===== src/rtl/sbsf_consts.vh =====
// constants for the serial bus status flag block: offsets, bit positions, reset values
`ifndef SBSF_CONSTS_VH
`define SBSF_CONSTS_VH

// register byte offsets on the apb slave
`define SBSF_OFF_CTRL      8'h00
`define SBSF_OFF_STATUS    8'h04
`define SBSF_OFF_TXHOLD    8'h08
`define SBSF_OFF_RXHOLD    8'h0C
`define SBSF_ADDR_W        8

// control register fields
`define SBSF_CTRL_ON       15
`define SBSF_CTRL_RST      1'h0

// status register bit positions
`define SBSF_B_NACK        15
`define SBSF_B_MTX         14
`define SBSF_B_BCOL        10
`define SBSF_B_GCALL       9
`define SBSF_B_LADDR       8
`define SBSF_B_WCOL        7
`define SBSF_B_ROV         6
`define SBSF_B_DATA        5
`define SBSF_B_STOP        4
`define SBSF_B_START       3
`define SBSF_B_READ        2
`define SBSF_B_RXFULL      1
`define SBSF_B_TXFULL      0

// reset values
`define SBSF_FLAG_RST      1'h0
`define SBSF_BYTE_RST      8'h00
`define SBSF_WORD_ZERO     32'h00000000
`define SBSF_LINE_IDLE     1'h1

`endif


===== src/rtl/sbsf_status.v =====
// status flag logic of the two-wire serial bus controller, with apb register slave
//
// What this block does
// RULE_01 - master tx: flag set on nack, cleared on ack
// RULE_02 - master tx busy flag: set at start, clear after ack
// RULE_03 - bus collision flag clears only by disable-reenable
// RULE_04 - general call flag set on match, cleared at stop
// RULE_05 - long address flag set on second byte match
// RULE_06 - tx holding write while busy fails, flags collision
// RULE_07 - new byte into full rx holding flags overflow
// RULE_08 - data flag cleared on address, set on data
// RULE_09 - stop flag tracks stop as last event
// RULE_10 - start flag tracks start as last event
// RULE_11 - direction flag loaded from slave address byte
// RULE_12 - rx full set on load, cleared by read
// RULE_13 - tx full set on write, cleared when sent
// RULE_14 - unimplemented bits read zero, flags reset zero
// RULE_15 - software clears clearable flags by writing zero
module sbsf_status (
   input  wire        clk,              // 40 MHz peripheral clock
   input  wire        sys_rst,          // synchronous reset, active high
   // apb slave
   input  wire        psel,             // slave select
   input  wire        penable,          // access phase
   input  wire        pwrite,           // 1 = write
   input  wire [7:0]  paddr,            // byte address
   input  wire [31:0] pwdata,           // write data
   output wire [31:0] prdata,           // read data, registered
   output wire        pready,           // always ready, no wait states
   output wire        pslverr,          // unmapped address
   // bus lines, observed only
   input  wire        scl_in,           // clock line level
   input  wire        sda_in,           // data line level
   // inputs from the bus engine, same clock; the events are one-cycle pulses
   input  wire        engine_busy,      // level: engine is moving a byte
   input  wire        mtx_begin,        // master transmission of a byte starts
   input  wire        slave_ack_end,    // end of slave acknowledge slot
   input  wire        slave_nacked,     // level with slave_ack_end: no ack
   input  wire        bus_collision,    // collision during master operation
   input  wire        gcall_match,      // general call address received
   input  wire        long_addr_match,  // second byte of long address matched
   input  wire        own_addr_match,   // device address matched
   input  wire        addr_read_bit,    // direction bit of the address byte
   input  wire        slave_data_rx,    // slave data byte received
   input  wire        rx_byte_done,     // shift register byte ready to move
   input  wire [7:0]  rx_shift_reg,     // byte in the receive shift register
   input  wire        tx_byte_sent,     // transmission of held byte completed
   // towards the bus engine
   output wire        module_on,        // module enable, from register
   output wire [7:0]  tx_holding_reg,   // byte to transmit, from register
   output wire        tx_holding_full,  // tx holding register loaded
   output wire        start_seen_pulse, // start or repeated start detected
   output wire        stop_seen_pulse   // stop detected
);
`include "sbsf_consts.vh"

   ////////////////////////////////////////////////////////////////////////////
   // register storage

   reg        on_q;        // module enable
   reg        on_d;        // next module enable
   reg        on_prev_q;   // enable last cycle, for re-enable edge
   reg [7:0]  tx_q;        // tx holding register
   reg [7:0]  rx_q;        // rx holding register
   reg [31:0] rdata_q;     // read data captured in setup phase
   reg [31:0] rdata_d;     // read mux
   reg        scl_prev_q;  // filtered clock line last cycle
   reg        sda_prev_q;  // filtered data line last cycle

   wire        scl_lvl;     // synchronised clock line
   wire        sda_lvl;     // synchronised data line
   wire [31:0] status_word; // assembled status image

   // flag levels
   wire nack_received_flag;
   wire master_tx_active;
   wire bus_collision_flag;
   wire general_call_seen;
   wire long_address_matched;
   wire write_collision_flag;
   wire receive_overflow_flag;
   wire data_not_addr;
   wire stop_last;
   wire start_last;
   wire slave_read_dir;
   wire rx_holding_full;
   wire tx_full;

   ////////////////////////////////////////////////////////////////////////////
   // apb decode

   wire setup_ph  = psel & ~penable;              // first cycle of a transfer
   wire access_ph = psel & penable;               // completes at once
   wire wr_acc    = access_ph & pwrite;           // write takes effect here
   wire rd_acc    = access_ph & ~pwrite;          // read completes here

   wire hit_ctrl   = (paddr == `SBSF_OFF_CTRL);
   wire hit_status = (paddr == `SBSF_OFF_STATUS);
   wire hit_tx     = (paddr == `SBSF_OFF_TXHOLD);
   wire hit_rx     = (paddr == `SBSF_OFF_RXHOLD);
   wire hit_any    = hit_ctrl | hit_status | hit_tx | hit_rx;

   // zero wait states keep the slave simple; the cost is that read data
   // shows the state as of the setup edge, one cycle before completion
   assign pready  = 1'b1;
   assign pslverr = access_ph & ~hit_any;

   // software effects of register accesses
   wire tx_write  = wr_acc & hit_tx;
   wire tx_ok     = tx_write & ~engine_busy;      // RULE_06
   wire tx_fail   = tx_write & engine_busy;       // RULE_06
   wire rx_read   = rd_acc & hit_rx;              // RULE_12
   wire st_write  = wr_acc & hit_status;
   wire wcol_clr  = st_write & ~pwdata[`SBSF_B_WCOL]; // RULE_15
   wire rov_clr   = st_write & ~pwdata[`SBSF_B_ROV];  // RULE_15

   ////////////////////////////////////////////////////////////////////////////
   // control register and enable edge

   // next enable comes only from a control write
   always @* begin
      on_d = on_q;
      if (wr_acc && hit_ctrl) begin
         on_d = pwdata[`SBSF_CTRL_ON];
      end
   end

   // the enable steers every engine and bus line event; events while off are dropped
   always @(posedge clk) begin
      if (sys_rst) begin
         on_q      <= `SBSF_CTRL_RST;
         on_prev_q <= `SBSF_CTRL_RST;
      end else begin
         on_q      <= on_d;
         on_prev_q <= on_q;
      end
   end

   assign module_on = on_q;

   // rising edge of the enable ends a collision episode
   wire reenable = on_q & ~on_prev_q;             // RULE_03

   ////////////////////////////////////////////////////////////////////////////
   // gated engine events; declared here because the rx holding register reads ev_rx

   wire ev_ack   = on_q & slave_ack_end;
   wire ev_rx    = on_q & rx_byte_done;
   wire ev_addr  = on_q & own_addr_match;

   ////////////////////////////////////////////////////////////////////////////
   // holding registers

   // tx byte loads only on a write that does not collide; rx byte loads
   // only into an empty register so the unread byte survives an overflow
   always @(posedge clk) begin
      if (sys_rst) begin
         tx_q <= `SBSF_BYTE_RST;
         rx_q <= `SBSF_BYTE_RST;
      end else begin
         if (tx_ok) begin
            tx_q <= pwdata[7:0];                  // RULE_06
         end
         if (ev_rx && !rx_holding_full) begin
            rx_q <= rx_shift_reg;                 // RULE_07
         end
      end
   end

   assign tx_holding_reg = tx_q;

   ////////////////////////////////////////////////////////////////////////////
   // start and stop detection on the bus lines

   sbsf_sync3 u_sync_scl (
      .clk     (clk),
      .sys_rst (sys_rst),
      .pin_in  (scl_in),
      .level   (scl_lvl)
   );

   sbsf_sync3 u_sync_sda (
      .clk     (clk),
      .sys_rst (sys_rst),
      .pin_in  (sda_in),
      .level   (sda_lvl)
   );

   // previous filtered levels for edge detection
   always @(posedge clk) begin
      if (sys_rst) begin
         scl_prev_q <= `SBSF_LINE_IDLE;
         sda_prev_q <= `SBSF_LINE_IDLE;
      end else begin
         scl_prev_q <= scl_lvl;
         sda_prev_q <= sda_lvl;
      end
   end

   // data line moving while the clock line stays high marks a condition
   wire scl_steady_hi = scl_lvl & scl_prev_q;
   wire ev_start = on_q & scl_steady_hi & sda_prev_q & ~sda_lvl;
   wire ev_stop  = on_q & scl_steady_hi & ~sda_prev_q & sda_lvl;

   assign start_seen_pulse = ev_start;
   assign stop_seen_pulse  = ev_stop;

   ////////////////////////////////////////////////////////////////////////////
   // flags

   // acknowledge outcome, rewritten at every slave acknowledge
   sbsf_flag u_nack (
      .clk     (clk),
      .sys_rst (sys_rst),
      .set     (ev_ack & slave_nacked),           // RULE_01
      .clr     (ev_ack & ~slave_nacked),          // RULE_01
      .q       (nack_received_flag)
   );

   // byte plus acknowledge in flight
   sbsf_flag u_mtx (
      .clk     (clk),
      .sys_rst (sys_rst),
      .set     (on_q & mtx_begin),                // RULE_02
      .clr     (ev_ack),                          // RULE_02
      .q       (master_tx_active)
   );

   // software cannot clear this one; only a disable then enable does
   sbsf_flag u_bcol (
      .clk     (clk),
      .sys_rst (sys_rst),
      .set     (on_q & bus_collision),            // RULE_03
      .clr     (reenable),                        // RULE_03
      .q       (bus_collision_flag)
   );

   sbsf_flag u_gcall (
      .clk     (clk),
      .sys_rst (sys_rst),
      .set     (on_q & gcall_match),              // RULE_04
      .clr     (ev_stop),                         // RULE_04
      .q       (general_call_seen)
   );

   sbsf_flag u_laddr (
      .clk     (clk),
      .sys_rst (sys_rst),
      .set     (on_q & long_addr_match),          // RULE_05
      .clr     (ev_stop),                         // RULE_05
      .q       (long_address_matched)
   );

   // a failed tx write leaves the holding register untouched
   sbsf_flag u_wcol (
      .clk     (clk),
      .sys_rst (sys_rst),
      .set     (tx_fail),                         // RULE_06
      .clr     (wcol_clr),                        // RULE_15
      .q       (write_collision_flag)
   );

   sbsf_flag u_rov (
      .clk     (clk),
      .sys_rst (sys_rst),
      .set     (ev_rx & rx_holding_full),         // RULE_07
      .clr     (rov_clr),                         // RULE_15
      .q       (receive_overflow_flag)
   );

   // last slave byte was data (1) or own address (0)
   sbsf_flag u_data (
      .clk     (clk),
      .sys_rst (sys_rst),
      .set     (on_q & slave_data_rx),            // RULE_08
      .clr     (ev_addr),                         // RULE_08
      .q       (data_not_addr)
   );

   // start and stop flags mirror each other; both zero until first event
   sbsf_flag u_stop (
      .clk     (clk),
      .sys_rst (sys_rst),
      .set     (ev_stop),                         // RULE_09
      .clr     (ev_start),                        // RULE_09
      .q       (stop_last)
   );

   sbsf_flag u_start (
      .clk     (clk),
      .sys_rst (sys_rst),
      .set     (ev_start),                        // RULE_10
      .clr     (ev_stop),                         // RULE_10
      .q       (start_last)
   );

   // direction loaded from the address byte's last bit
   sbsf_flag u_dir (
      .clk     (clk),
      .sys_rst (sys_rst),
      .set     (ev_addr & addr_read_bit),         // RULE_11
      .clr     (ev_addr & ~addr_read_bit),        // RULE_11
      .q       (slave_read_dir)
   );

   // a byte arriving as software reads a full register is dropped; the flag clears and overflow sets
   sbsf_flag u_rxfull (
      .clk     (clk),
      .sys_rst (sys_rst),
      .set     (ev_rx & ~rx_holding_full),        // RULE_12
      .clr     (rx_read),                         // RULE_12
      .q       (rx_holding_full)
   );

   sbsf_flag u_txfull (
      .clk     (clk),
      .sys_rst (sys_rst),
      .set     (tx_ok),                           // RULE_13
      .clr     (on_q & tx_byte_sent),             // RULE_13
      .q       (tx_full)
   );

   assign tx_holding_full = tx_full;

   ////////////////////////////////////////////////////////////////////////////
   // status image; unimplemented bits are hard zero

   assign status_word = {16'h0000,                // RULE_14
                         nack_received_flag,
                         master_tx_active,
                         3'h0,                    // RULE_14
                         bus_collision_flag,
                         general_call_seen,
                         long_address_matched,
                         write_collision_flag,
                         receive_overflow_flag,
                         data_not_addr,
                         stop_last,
                         start_last,
                         slave_read_dir,
                         rx_holding_full,
                         tx_full};

   ////////////////////////////////////////////////////////////////////////////
   // read path

   // read mux, unmapped addresses read zero
   always @* begin
      rdata_d = `SBSF_WORD_ZERO;
      case (1'b1)
         hit_ctrl: begin
            rdata_d[`SBSF_CTRL_ON] = on_q;
         end
         hit_status: begin
            rdata_d = status_word;
         end
         hit_tx: begin
            rdata_d[7:0] = tx_q;
         end
         hit_rx: begin
            rdata_d[7:0] = rx_q;
         end
         default: begin
            rdata_d = `SBSF_WORD_ZERO;
         end
      endcase
   end

   // captured at the setup edge so prdata is a flop during access
   always @(posedge clk) begin
      if (sys_rst) begin
         rdata_q <= `SBSF_WORD_ZERO;
      end else if (setup_ph && !pwrite) begin
         rdata_q <= rdata_d;
      end
   end

   assign prdata = rdata_q;

endmodule // sbsf_status


===== src/rtl/sbsf_sync3.v =====
// three-flop pin synchroniser that accepts a change once stages two and three agree
module sbsf_sync3 (
   input  wire clk,       // peripheral clock
   input  wire sys_rst,   // synchronous reset, active high
   input  wire pin_in,    // raw pin level from outside the clock domain
   output wire level      // filtered, synchronised level
);
`include "sbsf_consts.vh"

   ////////////////////////////////////////////////////////////////////////////
   reg s1_q;      // first stage, read only by the second
   reg s2_q;      // second stage
   reg s3_q;      // third stage
   reg level_q;   // accepted level

   // shift chain; bus lines idle high so reset to high
   always @(posedge clk) begin
      if (sys_rst) begin
         s1_q    <= `SBSF_LINE_IDLE;
         s2_q    <= `SBSF_LINE_IDLE;
         s3_q    <= `SBSF_LINE_IDLE;
         level_q <= `SBSF_LINE_IDLE;
      end else begin
         s1_q <= pin_in;
         s2_q <= s1_q;
         s3_q <= s2_q;
         // a single-cycle glitch never reaches level_q
         if (s2_q == s3_q) begin
            level_q <= s3_q;
         end
      end
   end

   assign level = level_q;

endmodule // sbsf_sync3


===== src/rtl/sbsf_flag.v =====
// one status flag with hardware set, hardware or software clear, set winning
module sbsf_flag (
   input  wire clk,       // peripheral clock
   input  wire sys_rst,   // synchronous reset, active high
   input  wire set,       // set request, one cycle
   input  wire clr,       // clear request, one cycle
   output wire q          // flag level
);
`include "sbsf_consts.vh"

   ////////////////////////////////////////////////////////////////////////////
   reg q_q;   // flag storage

   // set beats clear so an event in the clear cycle is not lost
   always @(posedge clk) begin
      if (sys_rst) begin
         q_q <= `SBSF_FLAG_RST;
      end else if (set) begin
         q_q <= 1'b1;
      end else if (clr) begin
         q_q <= 1'b0;
      end
   end

   assign q = q_q;

endmodule // sbsf_flag


===== config.mk =====
export PLATFORM = sky130hd
export DESIGN_NAME = sbsf_status
export DESIGN_NICKNAME = d
export VERILOG_FILES = /design/src/rtl/sbsf_status.v /design/src/rtl/sbsf_sync3.v /design/src/rtl/sbsf_flag.v
export VERILOG_INCLUDE_DIRS = /design/src /design/src/rtl
export SDC_FILE = /design/constraint.sdc
export NUM_CORES = 1
export LEC_CHECK = 0
export ABC_AREA = 1
export BUFFER_PORTS_ARGS = -buffer_cell sky130_fd_sc_hd__buf_2
export CAP_MARGIN = 20
export CORE_MARGIN = 1
export CORE_UTILIZATION = 40
export CTS_CLUSTER_DIAMETER = 150
export DETAILED_ROUTE_END_ITERATION = 12
export PLACE_DENSITY = 0.8
export SYNTH_ARGS = -nofsm -noshare
export SYNTH_HDL_FRONTEND = slang
export SYNTH_HIERARCHICAL = 1
export SYNTH_SLANG_ARGS = --single-unit

===== constraint.sdc =====
create_clock -name clk -period 2.8 [get_ports clk]
set_input_delay 0.56 -clock clk [delete_from_list [all_inputs] [get_ports clk]]
set_output_delay 0.56 -clock clk [all_outputs]
set_load 0.03 [all_outputs]

==> metrics.md <==
| Metric | Value |
|---|---|
| Crit Path Max Fanout | 18 |
| Via count normalized by instance count | 4.585 |
| Level count of the clock H-tree | 2 |
| Clock share of power | 0.366 |
| Initial Utilization | 0.4160 |
| Routed WL | 5.594 mm |
| RSZ-0062 raised after global routing | no |
| Maximum count of clock buffers along a single path | 2 |
| Largest family of logic cells by synthesized area | simple AND/OR/NAND/NOR gates |
| Power dissipated by switching net loads | 345.6 uW |
| Boundary Pins | 113 |
| Min Hold Slack | 412.2 ps |
| Number of port buffers | 69 |
| Row cnt | 29 |
| Floorplan Core Area | 0.006350 mm2 |
| Sinks on Clock Net | 54 |
| Number of synthesized flops with an enable pin | 0 |
| VDD IR max | about 0.00022 V |
| Diode count | 0 |
| Mapped Avg Cell Area | 7.158 um2 |
| DIE HEIGHT | 83.26 um |
| Area fraction in compound gates after synthesis | 0.1127 |
| Worst Path Class, Setup | in -> out |
| Gate power share | 0.089 |
| Routability congestion estimate from global placement | 0.7669 |
| Post-detailed-route count of antenna-violating nets | 0 |
| Core Util, Final | 0.4859 |
| Yosys Warn Count | 6 |
| Filler Cell Count | around 640 |
| Share of power burned in registers | 0.545 |
| Antenna violations before repair | 0 |
| Number of standard cells in the layout, taps in and fillers out | between 500 and 600 |
| Final global-route overflow total | 0 |
| Most instantiated library cell after synthesis | sky130_fd_sc_hd__nand2_1 |
| CTS Root Buffer Type | sky130_fd_sc_hd__clkbuf_8 |
| Primary flip-flop cell chosen by synthesis mapping | sky130_fd_sc_hd__dfxtp_1 |
| Horiz. Die Dim | 83.26 um |
| Number of hold buffers added after cts | 0 |
| Wire length of the first global-routing pass | 9.708 mm |
| Vias | 2,366 |
| Synth-to-layout area growth | 16.82% |
| Share of layout cells above drive strength 1 | 0.2642 |
| Cell count after placement | 508 |
| GR Layer Usage met3 | 0.03877 |
| Met1 track demand over resource in global routing | 0.2119 |
| Top-area cell type share of the netlist area | 0.4093 |
| Largest register FFs | 13 |
| Crit path DAT | ~1600 ps |
| Synth Area in XOR/XNOR | 0 |
| Remaining DRCs | 0 |
| Standby leakage power | approximately 1.5 nW |
| Synth top area cells | sky130_fd_sc_hd__dfxtp_1 41%, sky130_fd_sc_hd__nand2_1 11%, sky130_fd_sc_hd__inv_1 7.8% |
| Die area | between 0.006 and 0.007 mm2 |
| Worst skew pair latency | 310 ps |
| Count of final setup violators | 0 |
| Count of different cell masters after synthesis | 29 |
| Largest net degree at the start of global routing | 25 |
| Busiest layer in global routing | met2 |
| Worst EP required | ~2200 ps |
| Multiplexer fraction of the synthesized cell area | 0 |
| Internal Pwr Total | 1.075 mW |
| Detailed Place HPWL | 4.232 mm |
| Number of buffers inserted by post-CTS setup repair | 0 |
| Power per cell area | 460.3 mW/mm2 |
| Count of state elements after synthesis | 54 |
| Global-route usage over all layers | 0.1716 |
| Fraction of the mapped netlist area in adder cells | 0 |
| Synth cell count leaders | 78 x sky130_fd_sc_hd__nand2_1, 55 x sky130_fd_sc_hd__inv_1, 54 x sky130_fd_sc_hd__dfxtp_1 |
| Final number of max-transition violations | 0 |
| Drt pass-1 iters | 4 |
| Count of instances resized after the clock tree is built | 0 |
| Shortest clock period the worst path allows after layout | around 2200 ps |
| Type of the most critical hold path | reg -> reg |
| NumNets Final | between 500 and 600 |
| Mean routed wirelength per cell | 10.84 um |
| Fraction of registers with async set/reset | 0 |
| Total standard cell area after synthesis | 0.002641 mm2 |
| Count of maximum capacitance violations | 0 |
| Element type at the critical path end | primary output |
| DRC marker count from the first detailed-route iteration | 122 |
| Via count of the first global-routing pass | roughly 2,200 |
| Top cell type by total area after synthesis | sky130_fd_sc_hd__dfxtp_1 |
| Clock edge transition at the registers on the reported setup and hold paths | around 90 ps |
| Switching share of total power | 0.2433 |
| CTS tree | built |
| Hold Violations, Final | 0 |
| GR Layer Usage met2 | 0.2899 |
| Sequential share of the synthesized area | 0.4093 |
| Number of standard cells after synthesis | 369 |
| Max Fclk | 0.4579 GHz |
| Nature of the critical path startpoint | input port |
| Simple-gate share of the synthesized area | 0.3145 |
| Total non-filler cell area in the finished layout | 0.003085 mm2 |
| Run status | finished clean |
| Total Neg Setup Slack | 0 ps |
| Period utilization | 0.7800 |
| Total placed instance area | 0.002973 mm2 |
| CTS buffer count | 5 |
| Largest clock skew in the final design | 11.57 ps |
worst max-delay path, stage by stage:
cell and delay [ps]:
sky130_fd_sc_hd__buf_2 80, sky130_fd_sc_hd__nor2_2 40, sky130_fd_sc_hd__nand2_4 100, sky130_fd_sc_hd__clkinv_4 150
sky130_fd_sc_hd__nand2_8 160, sky130_fd_sc_hd__nand2_1 60, sky130_fd_sc_hd__nor4_1 200, sky130_fd_sc_hd__buf_2 250
layout make-up:
type,instances,area [um2],share of cell area
clock inverters,3,43.79,0.01419
well taps,77,96.34,0.03122
multi-input cells,247,1204,0.3901
clock buffers,5,68.82,0.02230
inverters,59,231.5,0.07502
repair buffers,71,360.3,0.1168
flip-flops and latches,54,1081,0.3504
power by group through the flow:
stage | combinational [mW] | sequential (mW) | clock (mW)
3_5_place_dp | 0.126 | 0.792 | 0
4_1_cts | 0.127 | 0.774 | 0.532
6_report | 0.126 | 0.774 | 0.520
5_1_grt | 0.139 | 0.775 | 0.567
3_3_place_gp | 0.125 | 0.792 | 0
2_1_floorplan | 0.0972 | 0.793 | 0
layout by cell type, fill, tap and decap left out, types with 2 or more instances in the layout:
cell and instances:
sky130_fd_sc_hd__nand3_1 30, sky130_fd_sc_hd__inv_1 55, sky130_fd_sc_hd__a21oi_1 20, sky130_fd_sc_hd__clkinv_4 2
sky130_fd_sc_hd__or2_1 4, sky130_fd_sc_hd__inv_2 2, sky130_fd_sc_hd__conb_1 20, sky130_fd_sc_hd__clkbuf_8 5
sky130_fd_sc_hd__buf_2 69, sky130_fd_sc_hd__nor2_1 48, sky130_fd_sc_hd__o21ai_0 10, sky130_fd_sc_hd__dfxtp_1 54
sky130_fd_sc_hd__nor2_4 4, sky130_fd_sc_hd__a21oi_2 15, sky130_fd_sc_hd__nor2_2 6, sky130_fd_sc_hd__nor3_1 2
sky130_fd_sc_hd__buf_4 2, sky130_fd_sc_hd__nand2_2 2, sky130_fd_sc_hd__nand2_1 78
final timing paths:
path,cells past startpoint,from,slack (ps),end
setup / recovery,8,paddr[7],620,pslverr
hold / removal,1,u_sync_sda/s1_q,410,u_sync_sda/s2_q
setup reg to reg,6,module_on,1300,rx_q[7]
hold reg to reg,1,u_sync_sda/s1_q,410,u_sync_sda/s2_q
cell families (layout without fill, tap and decap cells):
| kind of cell | after synthesis | in the layout |
|---|---|---|
| simple gates | 180 | 180 |
| buf+inv | 86 | 138 |
| flops | 54 | 54 |
| compound gates | 47 | 47 |
| other cells | 2 | 20 |
layer usage:
metal | vias to the layer above | routed length [um] | share of wire
met5 | - | 0 | 0
met4 | 0 | 125 | 0.022
met3 | 11 | 369 | 0.066
met2 | 78 | 2612 | 0.47
met1 | 1048 | 2487 | 0.44
li1 | 1229 | - | -
metrics by stage:
stage	total power, mW	setup WS, ps
after detailed placement	0.9181	634.8
final	1.420	616.0
after global placement	0.9162	651.4
after floorplan	0.8901	287.7
after CTS	1.433	625.1
after global routing	1.480	498.9
No activity file was read; power rests on OpenSTA's default activity.
